File: config.mk
export PLATFORM = sky130hd
export DESIGN_NAME = cvsd_pcm_transcoder_control
export DESIGN_NICKNAME = d
export VERILOG_FILES = /design/src/shared/cvsd_pkg.sv /design/src/hw/cvsd_pcm_transcoder_control.sv
export VERILOG_INCLUDE_DIRS = /design/src /design/src/shared
export SDC_FILE = /design/constraint.sdc
export NUM_CORES = 1
export LEC_CHECK = 0
export BUFFER_PORTS_ARGS = -buffer_cell sky130_fd_sc_hd__buf_4
export CAP_MARGIN = 5
export CELL_PAD_IN_SITES_DETAIL_PLACEMENT = 0
export CELL_PAD_IN_SITES_GLOBAL_PLACEMENT = 2
export CORE_ASPECT_RATIO = 1.5
export CORE_UTILIZATION = 36
export DETAILED_ROUTE_END_ITERATION = 6
export GPL_ROUTABILITY_DRIVEN = 0
export PLACE_DENSITY_LB_ADDON = 0.15
export SYNTH_ARGS = -nofsm -noshare
export SYNTH_HDL_FRONTEND = slang
export SYNTH_SLANG_ARGS = --single-unit
File: constraint.sdc
create_clock -name CLK_SYS_I -period 3.8 [get_ports CLK_SYS_I]
set_clock_uncertainty 0.15 [all_clocks]
set_input_delay 0.38 -clock CLK_SYS_I [delete_from_list [all_inputs] [get_ports CLK_SYS_I]]
set_output_delay 0.38 -clock CLK_SYS_I [all_outputs]
set_load 0.005 [all_outputs]
File: src/shared/cvsd_regs.svh
// Register offsets, field positions, reset values and timing counts of the transcoder control
`ifndef CVSD_REGS_SVH
`define CVSD_REGS_SVH

// Register byte offsets
`define REG_CONTROL      5'h00
`define REG_STATUS       5'h04
`define REG_SAMPLE_IN    5'h08
`define REG_SAMPLE_OUT   5'h0c
`define REG_CODED_IN     5'h10
`define REG_CODED_OUT    5'h14

// Control field reset value
`define CONTROL_RESET    8'h00

// Status field positions
`define ST_IN_NEAR_BIT   0
`define ST_IN_EMPTY_BIT  1
`define ST_OUT_NEAR_BIT  2
`define ST_OUT_FULL_BIT  3
`define ST_SOUT_FULL_BIT 4
`define ST_SIN_EMPTY_BIT 5
`define ST_STALL_BIT     6
`define ST_IN_CNT_LSB    8
`define ST_OUT_CNT_LSB   16

// Coded FIFO sizing and warning levels
`define FIFO_DEPTH       8
`define WARN_LEVEL       5
`define NEAR_LEVEL       3
`define CHECKERBOARD     16'haaaa

// Pacing
`define CLK_PERIOD_NS    4
`define SAMPLE_PERIOD_NS 125000
`define WORD_PERIOD_NS   250000
`define FIXED_SAMPLE_CYC (`SAMPLE_PERIOD_NS / `CLK_PERIOD_NS)
`define SAMPLES_PER_WORD (`WORD_PERIOD_NS / `SAMPLE_PERIOD_NS)
`define FREE_SAMPLE_CYC  250
`define FREE_WORD_CYC    500

`endif

File: src/shared/cvsd_pkg.sv
// Types shared by the transcoder control logic
package cvsd_pkg;

	// Pacing state, one-hot
	typedef enum logic [1:0] {
		ST_COUNT = 2'b01,
		ST_HOLD  = 2'b10
	} step_e;

	// Control register layout, bit 0 last
	typedef struct packed {
		logic fifo_error_irq_en;
		logic fifo_warn_irq_en;
		logic sample_irq_en;
		logic sample_out_dma_en;
		logic sample_in_dma_en;
		logic coded_out_dma_en;
		logic coded_in_dma_en;
		logic free_run_select;
	} transcoder_control_s;

endpackage

File: src/hw/cvsd_pcm_transcoder_control.sv
// Control, flag, interrupt and DMA request logic of one CVSD/PCM transcoder channel
`timescale 1ns/100ps
`include "cvsd_regs.svh"

module cvsd_pcm_transcoder_control
	import cvsd_pkg::*;
#(
	parameter int DEPTH     = `FIFO_DEPTH,
	parameter int CNT_W     = 16,
	parameter int FIXED_CYC = `FIXED_SAMPLE_CYC,
	parameter int FREE_CYC  = `FREE_SAMPLE_CYC
) (
	// Clock and reset
	input  wire logic        CLK_SYS_I,
	input  wire logic        SYS_RST_I,
	// Avalon-MM slave
	input  wire logic [4:0]  AVS_ADDRESS_I,
	input  wire logic        AVS_READ_I,
	input  wire logic        AVS_WRITE_I,
	input  wire logic [3:0]  AVS_BYTEENABLE_I,
	input  wire logic [31:0] AVS_WRITEDATA_I,
	output logic      [31:0] AVS_READDATA_O,
	output logic             AVS_WAITREQUEST_O,
	// Arithmetic core
	input  wire logic [15:0] CORE_PCM_I,
	input  wire logic [15:0] CORE_CODED_I,
	output logic      [15:0] CORE_PCM_O,
	output logic      [15:0] CORE_CODED_O,
	output logic             CORE_STEP_O,
	output logic             CORE_WORD_O,
	// DMA requests and acknowledges
	input  wire logic        SAMPLE_IN_DACK_I,
	input  wire logic        SAMPLE_OUT_DACK_I,
	input  wire logic        CODED_IN_DACK_I,
	input  wire logic        CODED_OUT_DACK_I,
	output logic             SAMPLE_IN_DREQ_O,
	output logic             SAMPLE_OUT_DREQ_O,
	output logic             CODED_IN_DREQ_O,
	output logic             CODED_OUT_DREQ_O,
	// Interrupt
	output logic             IRQ_O
);

	// Pointer width, and a count wide enough to hold DEPTH so that a full FIFO is distinct from empty
	localparam int PW = $clog2(DEPTH);
	localparam int CW = $clog2(DEPTH + 1);

	// Whole state of the block
	typedef struct packed {
		transcoder_control_s         ctrl_r;
		step_e                       step_r;
		logic [CNT_W-1:0]            tick_r;
		logic                        phase_r;
		logic [15:0]                 sample_in_r;
		logic                        sample_in_empty_r;
		logic [15:0]                 sample_out_r;
		logic                        sample_out_full_r;
		logic [DEPTH-1:0][15:0]      in_mem_r;
		logic [PW-1:0]               in_wp_r;
		logic [PW-1:0]               in_rp_r;
		logic [CW-1:0]               in_cnt_r;
		logic [DEPTH-1:0][15:0]      out_mem_r;
		logic [PW-1:0]               out_wp_r;
		logic [PW-1:0]               out_rp_r;
		logic [CW-1:0]               out_cnt_r;
		logic                        si_req_r;
		logic                        so_req_r;
		logic                        ci_req_r;
		logic                        co_req_r;
		logic                        ci_primed_r;
		logic                        wait_r;
		logic [31:0]                 rdata_r;
		logic [15:0]                 core_pcm_r;
		logic [15:0]                 core_coded_r;
		logic                        core_step_r;
		logic                        core_word_r;
		logic                        irq_r;
	} state_s;

	// Registered state and the value it takes at the next edge
	state_s r;
	state_s r_nxt;

	// Pointer advance with wrap at the FIFO depth
	// DEPTH need not be a power of two, so the wrap is explicit
	function automatic logic [PW-1:0] ptr_inc(input logic [PW-1:0] p);
		if (p == PW'(DEPTH - 1))
			ptr_inc = '0;
		else
			ptr_inc = p + PW'(1);
	endfunction

	// Status word built from a state copy
	// FIFO flags derive from the counts, so they cannot drift from the FIFO contents
	function automatic logic [31:0] status_word(input state_s s);
		logic [31:0] w;
		w = '0;
		w[`ST_IN_NEAR_BIT]          = (s.in_cnt_r == CW'(`NEAR_LEVEL));
		w[`ST_IN_EMPTY_BIT]         = (s.in_cnt_r == '0);
		w[`ST_OUT_NEAR_BIT]         = (s.out_cnt_r >= CW'(`WARN_LEVEL));
		w[`ST_OUT_FULL_BIT]         = (s.out_cnt_r == CW'(DEPTH));
		w[`ST_SOUT_FULL_BIT]        = s.sample_out_full_r;
		w[`ST_SIN_EMPTY_BIT]        = s.sample_in_empty_r;
		w[`ST_STALL_BIT]            = (s.step_r == ST_HOLD);
		w[`ST_IN_CNT_LSB +: CW]     = s.in_cnt_r;
		w[`ST_OUT_CNT_LSB +: CW]    = s.out_cnt_r;
		status_word = w;
	endfunction

	// Helpers of the next-state process, all assigned at its top
	logic              bus_req;
	logic              bus_rd;
	logic              bus_wr;
	logic              free_run;
	logic              stall;
	logic              do_step;
	logic              in_push;
	logic              in_pop;
	logic              out_push;
	logic              out_pop;
	logic [CNT_W-1:0]  reload;
	logic [31:0]       st;

	// Next-state logic
	always_comb begin
		// Hold everything, drop the one-cycle pulses, waitrequest idles high
		r_nxt = r;
		r_nxt.wait_r      = 1'b1;
		r_nxt.core_step_r = 1'b0;
		r_nxt.core_word_r = 1'b0;
		// Events of this cycle, raised below
		in_push  = 1'b0;
		in_pop   = 1'b0;
		out_push = 1'b0;
		out_pop  = 1'b0;
		do_step  = 1'b0;
		st       = status_word(r);

		// Read side effects land at the answer edge, together with the data they return;
		// a step or push in that same cycle then sets its flag again and nothing is lost
		bus_req  = AVS_READ_I | AVS_WRITE_I;
		bus_rd   = AVS_READ_I & r.wait_r;
		// Writes land at the edge where waitrequest is low; byte lane zero must be enabled
		bus_wr   = AVS_WRITE_I & ~r.wait_r & AVS_BYTEENABLE_I[0];

		// Free-run only with both coded DMA channels enabled
		// A pending coded request in free-run holds the next step until it is acknowledged
		free_run = r.ctrl_r.free_run_select & r.ctrl_r.coded_in_dma_en
			& r.ctrl_r.coded_out_dma_en;
		stall    = free_run & (r.ci_req_r | r.co_req_r);
		reload   = free_run ? CNT_W'(FREE_CYC - 1) : CNT_W'(FIXED_CYC - 1);

		// Bus answer: one wait cycle, then data stands with waitrequest low
		if (bus_req && r.wait_r) begin
			r_nxt.wait_r = 1'b0;
			case (AVS_ADDRESS_I)
				`REG_CONTROL:    r_nxt.rdata_r = {24'h000000, r.ctrl_r};
				`REG_STATUS:     r_nxt.rdata_r = st;
				`REG_SAMPLE_IN:  r_nxt.rdata_r = {16'h0000, r.sample_in_r};
				`REG_SAMPLE_OUT: r_nxt.rdata_r = {16'h0000, r.sample_out_r};
				// An empty output FIFO reads as zero and pops nothing
				`REG_CODED_OUT:  r_nxt.rdata_r = (r.out_cnt_r == '0) ? 32'h00000000 :
					{16'h0000, r.out_mem_r[r.out_rp_r]};
				default:         r_nxt.rdata_r = 32'h00000000;
			endcase
		end

		// Bus write side effects
		if (bus_wr) begin
			case (AVS_ADDRESS_I)
				`REG_CONTROL: begin
					r_nxt.ctrl_r = transcoder_control_s'(AVS_WRITEDATA_I[7:0]);
				end
				`REG_SAMPLE_IN: begin
					r_nxt.sample_in_r       = AVS_WRITEDATA_I[15:0];
					r_nxt.sample_in_empty_r = 1'b0;
				end
				`REG_CODED_IN: begin
					in_push = (r.in_cnt_r != CW'(DEPTH));
				end
				default: begin
				end
			endcase
		end

		// Bus read side effects, taken in the cycle the answer is registered
		if (bus_rd) begin
			case (AVS_ADDRESS_I)
				`REG_SAMPLE_OUT: r_nxt.sample_out_full_r = 1'b0;
				`REG_CODED_OUT:  out_pop = (r.out_cnt_r != '0);
				default: begin
				end
			endcase
		end

		// Acknowledges clear requests before new events can set them again
		// so an event in the same cycle as its acknowledge keeps the request up
		if (SAMPLE_IN_DACK_I)
			r_nxt.si_req_r = 1'b0;
		if (SAMPLE_OUT_DACK_I)
			r_nxt.so_req_r = 1'b0;
		if (CODED_IN_DACK_I)
			r_nxt.ci_req_r = 1'b0;
		if (CODED_OUT_DACK_I)
			r_nxt.co_req_r = 1'b0;

		// Pacing of transcoding cycles
		// The counter expires at zero and reloads with the period of the current mode
		case (r.step_r)
			ST_COUNT: begin
				if (r.tick_r == '0) begin
					r_nxt.tick_r = reload;
					if (stall)
						r_nxt.step_r = ST_HOLD;
					else
						do_step = 1'b1;
				end else begin
					r_nxt.tick_r = r.tick_r - CNT_W'(1);
				end
			end
			ST_HOLD: begin
				// Resume in the cycle after both coded requests are acknowledged
				if (!stall) begin
					do_step      = 1'b1;
					r_nxt.step_r = ST_COUNT;
					r_nxt.tick_r = reload;
				end
			end
			default: begin
				r_nxt.step_r = ST_COUNT;
				r_nxt.tick_r = reload;
			end
		endcase

		// One sample step of the core
		if (do_step) begin
			r_nxt.core_step_r       = 1'b1;
			r_nxt.core_pcm_r        = r.sample_in_r;
			r_nxt.sample_in_empty_r = 1'b1;
			r_nxt.sample_out_r      = CORE_PCM_I;
			r_nxt.sample_out_full_r = 1'b1;
			// Sample-path requests; a set in the same cycle as an acknowledge wins
			if (r.ctrl_r.sample_in_dma_en)
				r_nxt.si_req_r = 1'b1;
			if (r.ctrl_r.sample_out_dma_en)
				r_nxt.so_req_r = 1'b1;
			r_nxt.phase_r = ~r.phase_r;
			// Every second sample step moves one coded word each way
			if (r.phase_r) begin
				r_nxt.core_word_r = 1'b1;
				// An empty input FIFO yields the checkerboard instead of stale data
				if (r.in_cnt_r == '0) begin
					r_nxt.core_coded_r = `CHECKERBOARD;
				end else begin
					r_nxt.core_coded_r = r.in_mem_r[r.in_rp_r];
					in_pop = 1'b1;
				end
				if (r.ctrl_r.coded_in_dma_en)
					r_nxt.ci_req_r = 1'b1;
				// A read that frees a slot in this cycle makes room for the word
				if (r.out_cnt_r != CW'(DEPTH) || out_pop) begin
					out_push = 1'b1;
					if (r.ctrl_r.coded_out_dma_en)
						r_nxt.co_req_r = 1'b1;
				end // Otherwise the word is dropped
			end
		end

		// Input FIFO update
		// A bus push and a core pop in one cycle leave the count unchanged
		if (in_push) begin
			r_nxt.in_mem_r[r.in_wp_r] = AVS_WRITEDATA_I[15:0];
			r_nxt.in_wp_r             = ptr_inc(r.in_wp_r);
		end
		if (in_pop)
			r_nxt.in_rp_r = ptr_inc(r.in_rp_r);
		if (in_push && !in_pop)
			r_nxt.in_cnt_r = r.in_cnt_r + CW'(1);
		else if (in_pop && !in_push)
			r_nxt.in_cnt_r = r.in_cnt_r - CW'(1);

		// Output FIFO update
		// A core push and a bus pop in one cycle leave the count unchanged
		if (out_push) begin
			r_nxt.out_mem_r[r.out_wp_r] = CORE_CODED_I;
			r_nxt.out_wp_r              = ptr_inc(r.out_wp_r);
		end
		if (out_pop)
			r_nxt.out_rp_r = ptr_inc(r.out_rp_r);
		if (out_push && !out_pop)
			r_nxt.out_cnt_r = r.out_cnt_r + CW'(1);
		else if (out_pop && !out_push)
			r_nxt.out_cnt_r = r.out_cnt_r - CW'(1);

		// Single initial coded-in request at low fill, rearmed when disabled
		// Re-arming only on disable lets software restart a stream with one fresh request
		if (!r_nxt.ctrl_r.coded_in_dma_en) begin
			r_nxt.ci_primed_r = 1'b0;
		end else if (!r.ci_primed_r && r_nxt.in_cnt_r <= CW'(`NEAR_LEVEL)) begin
			r_nxt.ci_req_r    = 1'b1;
			r_nxt.ci_primed_r = 1'b1;
		end

		// Interrupt is the OR of every enabled condition on the next state
		// Sample interrupts are levels, cleared by reading or refilling the buffer
		st = status_word(r_nxt);
		r_nxt.irq_r =
			(r_nxt.ctrl_r.sample_irq_en & (st[`ST_SOUT_FULL_BIT] | st[`ST_SIN_EMPTY_BIT]))
			| (r_nxt.ctrl_r.fifo_warn_irq_en
				& (st[`ST_IN_NEAR_BIT] | st[`ST_OUT_NEAR_BIT]))
			| (r_nxt.ctrl_r.fifo_error_irq_en
				& (st[`ST_IN_EMPTY_BIT] | st[`ST_OUT_FULL_BIT]));
	end

	// State register with synchronous reset
	// Control comes out of reset in fixed-rate mode with every enable off
	always_ff @(posedge CLK_SYS_I) begin
		if (SYS_RST_I) begin
			r                   <= '0;
			r.ctrl_r            <= transcoder_control_s'(`CONTROL_RESET);
			r.step_r            <= ST_COUNT;
			r.tick_r            <= CNT_W'(FIXED_CYC - 1);
			r.sample_in_empty_r <= 1'b1;
			r.wait_r            <= 1'b1;
		end else begin
			r <= r_nxt;
		end
	end

	// Outputs straight from the state flops
	// Waitrequest idles high, so every access sees exactly one wait cycle
	assign AVS_READDATA_O    = r.rdata_r;
	assign AVS_WAITREQUEST_O = r.wait_r;
	assign CORE_PCM_O        = r.core_pcm_r;
	assign CORE_CODED_O      = r.core_coded_r;
	assign CORE_STEP_O       = r.core_step_r;
	assign CORE_WORD_O       = r.core_word_r;
	assign SAMPLE_IN_DREQ_O  = r.si_req_r;
	assign SAMPLE_OUT_DREQ_O = r.so_req_r;
	assign CODED_IN_DREQ_O   = r.ci_req_r;
	assign CODED_OUT_DREQ_O  = r.co_req_r;
	assign IRQ_O             = r.irq_r;

endmodule

==> results.tsv, run 1 <==
stage	metric	value	unit
power	p_leak	7.11	nW
clock_tree	numClockSinks	398	
clock_tree	cts_resized	0	
floorplanning	die_w	183	um
detailed_routing	wl_per_cell	19.8	um
detailed_routing	drcViolationCount	0	
critical_path	r2r_start	r[211]	
placed_design	place.detailed.hpwl	37000	um
critical_path	worstPathArrival	3.70	ns
floorplanning	die_h	273	um
synthesis	yosysWarnings	0	
critical_path	crit_start	r[211]	
min_path	hold_path_class	primary input to register	
detailed_routing	wl	56200	um
finish	drive_gt1_frac	0.157	
min_path	min-delay-start	CODED_IN_DACK_I	
critical_path	critPathRequiredTime	4.13	ns
timing	clock.fmax	297	MHz
synthesis	mappedNetlistArea	0.0176	mm2
detailed_routing	drtIter0Drc	904	
critical_path	path_max_fanout	9	
critical_path	reg2regPathDepth	9	
clock_tree	clk_latency	0.56	ns
finish	antenna_cells	0	
global_routing	grt_pass1_wl	86100	um
clock_tree	cts_max_level	2	
timing	worst_pin_slew	0.954	ns
detailed_routing	dr.pass1.iters	5	
clock_tree	cts_tree	done	
timing	slew_viol_final	0	
finish	nFillCells	4913	
detailed_routing	vias	14500	
global_routing	grt_pass1_vias	14300	
detailed_routing	ant_nets	0	
floorplanning	core	0.0486	mm2
clock_tree	cts_max_path_buffers	3	
finish	seqCellArea	0.00797	mm2
power	vdd_drop_max	0.317	mV
clock_tree	clockRootBuffer	clkbuf_16	
finish	areaGrowthSynthToFinish	17.6	%
timing	rsz0062_at_grt	no	
finish	utilization	0.427	
placed_design	numPortBuffers	121	
timing	min_period_over_period	0.887	
global_routing	antenna_found_initial	0	
critical_path	end_kind	register	
timing	tns	0	ns
power	powerDensity	424	mW/mm2
timing	finalSetupViolations	0	
finish	multi_input_area	0.00860	mm2
timing	hold_viol	0	
timing	min_period	3.37	ns
floorplanning	io_pins	153	
synthesis	synth_cells	2092	
floorplanning	start_util	0.363	
synthesis	seq_area_frac_synth	0.452	
finish	fin_nets	2245	
min_path	whs_path_depth	4	
critical_path	r2r-end	IRQ_O	
global_routing	grt_use_total	0.226	
timing	slew_headroom	0.364	
synthesis	synth_area_per_cell	8.43	um2
synthesis	synth_edf_count	0	
floorplanning	dieArea	0.0499	mm2
detailed_routing	vias_per_cell	5.12	
critical_path	critPathKind	register to register	
synthesis	async_flop_share	0	
critical_path	worst_setup_path_start_kind	register	
finish	layout_commonest_cell	nand2_1	
flow_run	maxCapViolations	0	
critical_path	r2r_slack	0.43	ns
status	status	finished clean	
min_path	worstHoldEndpoint	CODED_IN_DREQ_O	
clock_tree	clk_pin_slew	0.06	ns
global_routing	grt_max_degree	143	
finish	final_cell_mix	613 x nand2_1, 395 x dfxtp_1, 304 x a21oi_1, 172 x buf_4, 120 x nor2_1	
floorplanning	placementRows	99	
synthesis	synth-seq-cells	398	
synthesis	yosysUniqueCellTypes	69	
global_routing	grt.overflow.total	0	
synthesis	synth_flop_cell	dfxtp_1	
clock_tree	numCtsBuffers	42	
-- power breakdown --
part | internal, W | total [W] | switching, W
registers | 0.00419 | 0.00421 | 0.0000243
clock network | 0.00244 | 0.00420 | 0.00176
logic | 0.000146 | 0.000381 | 0.000235
-- metrics by stage --
step	power (W)	hold WS [ns]	cell area, um2	cells	worst slack [ns]
after floorplan	0.00451	0.276	17700	2103	0.855
after global placement	0.00464	0.285	18800	2709	0.514
after detailed placement	0.00465	0.293	18800	2709	0.430
after CTS	0.00893	0.00231	20700	2835	0.409
after global routing	0.00913	0.0126	20700	2835	0.257
final	0.00879	0.0272	20700	2835	0.431
-- layout make-up --
type                            instances  share of cell area
Inverter                               11             0.00199
Clock inverter                          9             0.00446
Tap cell                              656              0.0396
Timing Repair Buffer                  228              0.0919
Clock buffer                           67              0.0634
Sequential cell                       398               0.384
Multi-Input combinational cell       1466               0.414
-- routing by layer --
metal / track usage / wire length [um] / vias up
met5: 0 / 0 / -
met4: 0.0774 / 1700 / 0
met3: 0.0231 / 1980 / 82
met2: 0.422 / 29900 / 311
met1: 0.266 / 22600 / 6979
li1: - / - / 7147
-- worst max-delay path: stages (launching register included) --
cell and delay (ns):
dfxtp_1 0.42, inv_1 0.13, ha_1 0.30, and3b_1 0.27
or4_4 0.60, and3_2 0.24, o21ai_0 0.28, o2111ai_2 0.23
or3_1 0.47, a41oi_2 0.20
-- worst max path at each step --
stage	endpoint	slack, ns	cells past startpoint
after CTS	IRQ_O	0.41	9
after global routing	IRQ_O	0.26	9
after floorplan	IRQ_O	0.85	10
after global placement	IRQ_O	0.51	9
final	IRQ_O	0.43	9
after detailed placement	IRQ_O	0.43	9
-- flip-flops by register name, indices dropped and copies added, names as in the netlist --
signal             flops
IRQ_O                  1
AVS_READDATA_O        20
CORE_CODED_O          16
r                    338
AVS_WAITREQUEST_O      1
SAMPLE_IN_DREQ_O       1
SAMPLE_OUT_DREQ_O      1
CORE_WORD_O            1
CODED_IN_DREQ_O        1
CORE_PCM_O            16
CORE_STEP_O            1
CODED_OUT_DREQ_O       1
-- repair_timing --
item,CTS,global route
endpoints found under the hold margin,274,0
buffers inserted,0,0
hold buffers,50,0
-- cell families (layout without fill, tap and decap cells) --
logic type | after synthesis | in the layout | share of synthesized area
and+or+nand+nor | 861 | 861 | 0.204
AOI/OAI and AO/OA | 423 | 423 | 0.134
DFF | 398 | 398 | 0.452
buffers and inverters | 239 | 315 | 0.0659
muxes | 142 | 142 | 0.126
adders and majority gates | 17 | 17 | 0.0121
xor gates and xnor gates | 11 | 11 | 0.00546
other | 1 | 12 | 0.000213
-- synth_stat cells (all sizes together) (13+ instances only) --
| library cell | count | area (um2) |
|---|---|---|
| nor3 | 16 | 95.1 |
| nand2 | 613 | 2300 |
| dfxtp | 398 | 7970 |
| nor2 | 121 | 457 |
| a21oi | 304 | 1520 |
| nand3 | 18 | 95.1 |
| buf | 80 | 566 |
| ha | 17 | 213 |
| a22oi | 27 | 203 |
| o21ai | 36 | 184 |
| or3 | 13 | 86.3 |
| nand2b | 13 | 81.3 |
| mux2i | 76 | 761 |
| mux4 | 64 | 1440 |
| clkbuf | 148 | 556 |
Note: power is estimated with default switching activity, not from simulation.
==> run 2: changes to the inputs <==
--- a/config.mk
+++ b/config.mk
@@ -15,6 +15,7 @@
 export DETAILED_ROUTE_END_ITERATION = 6
 export GPL_ROUTABILITY_DRIVEN = 0
 export PLACE_DENSITY_LB_ADDON = 0.15
+export REMOVE_ABC_BUFFERS = 1
 export SYNTH_ARGS = -nofsm -noshare
 export SYNTH_HDL_FRONTEND = slang
 export SYNTH_SLANG_ARGS = --single-unit
==> results.tsv, run 2 (synthesis gave the netlist of run 1 again) <==
stage	metric	value	unit
detailed_routing	dr.pass1.iters	7	
detailed_routing	drtIter0Drc	954	
detailed_routing	drcViolationCount	0	
timing	min_period_over_period	0.861	
timing	worst_pin_slew	0.925	ns
finish	layout_commonest_cell	nand2_1	
global_routing	grt.overflow.total	0	
clock_tree	cts_tree	done	
clock_tree	cts_max_level	2	
floorplanning	dieArea	0.0499	mm2
flow_run	maxCapViolations	0	
critical_path	end_kind	register	
status	status	finished clean	
finish	fin_nets	2250	
floorplanning	start_util	0.363	
critical_path	cpMaxStageDelayCell	o21ai_0	
power	powerDensity	422	mW/mm2
power	p_sw_frac	0.225	
critical_path	critPathKind	register to register	
finish	areaGrowthSynthToFinish	17.6	%
clock_tree	numCtsBuffers	43	
global_routing	grt_use_total	0.223	
placed_design	place.detailed.hpwl	37300	um
timing	slew_headroom	0.382	
detailed_routing	ant_nets	0	
timing	clock.fmax	306	MHz
detailed_routing	vias	14500	
critical_path	max_stage_delay	0.62	ns
critical_path	crit_family	compound AO/OA/AOI/OAI gates	
detailed_routing	wl	55300	um
timing	min_period	3.27	ns
finish	antenna_cells	0	
floorplanning	die_h	273	um
placed_design	numPortBuffers	121	
clock_tree	numClockSinks	398	
global_routing	grt_max_degree	108	
power	p_leak	7.11	nW
critical_path	worst_setup_path_start_kind	register	
power	pwr-share-seq	0.482	
clock_tree	clk_pin_slew	0.06	ns
placed_design	dpl.cell_count	2713	
detailed_routing	wl_per_cell	19.5	um
global_routing	grt_pass1_wl	85000	um
power	power_frac_clock	0.475	
clock_tree	clockRootBuffer	clkbuf_16	
critical_path	cp_cell_sequence	inv_1 > ha_1 > nor4b_1 > and4_1 > o21ai_1 > o21ai_0 > nand2_1 > a2bb2oi_1 > or3_1 > a41oi_2	
timing	tns	0	ns
finish	utilization	0.427	
timing	slew_viol_final	0	
critical_path	path_buf_inv	1	
global_routing	antenna_found_initial	0	
finish	largest_reg_flops	338	
finish	final_cells	2834	
floorplanning	core	0.0486	mm2
min_path	hold_path_class	primary input to register	
floorplanning	die_w	183	um
floorplanning	io_pins	153	
power	internal-power	0.00677	W
power	switching_power	0.00197	W
critical_path	critPathRequiredTime	4.12	ns
critical_path	path_max_fanout	6	
critical_path	worstPathArrival	3.59	ns
power	vdd_drop_max	0.311	mV
detailed_routing	vias_per_cell	5.13	
power	comb_power_share	0.043	
timing	rsz0062_at_grt	no	
clock_tree	cts_max_path_buffers	3	
timing	finalSetupViolations	0	
finish	top_register	r	
finish	drive_gt1_frac	0.157	
finish	final_cell_mix	613 x nand2_1, 396 x dfxtp_1, 304 x a21oi_1, 175 x buf_4, 120 x nor2_1	
floorplanning	placementRows	99	
global_routing	grt_pass1_vias	14300	
clock_tree	clk_latency	0.55	ns
timing	hold_viol	0	
[run 2: cell count changes in the layout (fill, tap and decap cells not counted), sizes merged]
cell / before / now
clkinv: 5 / 7
buf: 178 / 182
bufinv: 1 / 2
clkinvlp: 0 / 1
clkbuf: 67 / 61
inv: 14 / 11
[run 2: final timing paths]
| check | start | endpoint | slack, ns | cells after the start |
|---|---|---|---|---|
| worst max-delay path | r[384] | IRQ_O | 0.53 | 10 |
| worst min-delay path | CODED_IN_DACK_I | CODED_IN_DREQ_O | 0.06 | 4 |
| worst max register to register | r[384] | IRQ_O | 0.53 | 10 |
| worst min register to register | r[325] | r[325] | 0.30 | 2 |
[run 2: cell type report]
cell class,instances,area (um2)
clock inverters,10,103
inverters,11,41.3
clock buffers,61,1270
multi-input cells,1466,8590
flip-flops and latches,398,7970
fillers,4943,27800
repair buffers,232,1950
well taps,656,821
[run 2: stage by stage]
step	area (um2)	hold WS, ns	power [W]	setup WS, ns
2_1_floorplan	16600	0.273	0.00441	0.0902
6_report	20700	0.0613	0.00874	0.527
3_5_place_dp	18900	0.292	0.00464	0.478
4_1_cts	20700	0.0384	0.00886	0.461
5_1_grt	20700	0.0516	0.00905	0.232
3_3_place_gp	18900	0.284	0.00464	0.513
[run 2: metal layers]
layer | GRT usage | wire length, um | up-vias
met4 | 0.0690 | 1430 | 0
met5 | 0 | 0 | -
met2 | 0.427 | 29900 | 293
met3 | 0.0241 | 1850 | 91
li1 | - | - | 7138
met1 | 0.254 | 22100 | 7018
[run 2: power by group through the flow]
stage | Clock, W | Sequential [W] | Combinational [W]
after floorplan | 0 | 0.00430 | 0.000111
after global placement | 0 | 0.00431 | 0.000337
after detailed placement | 0 | 0.00431 | 0.000338
after CTS | 0.00427 | 0.00421 | 0.000380
after global routing | 0.00443 | 0.00421 | 0.000410
final | 0.00415 | 0.00421 | 0.000376
[run 2: worst min-delay path, cell delays in order]
cell     delay [ns]
buf_4          0.10
nor2b_1        0.04
a21oi_1        0.10
a21oi_1        0.07
[run 2: timing repair]
item	CTS	global route
hold endpoints to repair	276	0
hold buffers	50	0
resized for setup	0	0
buffers inserted	0	0
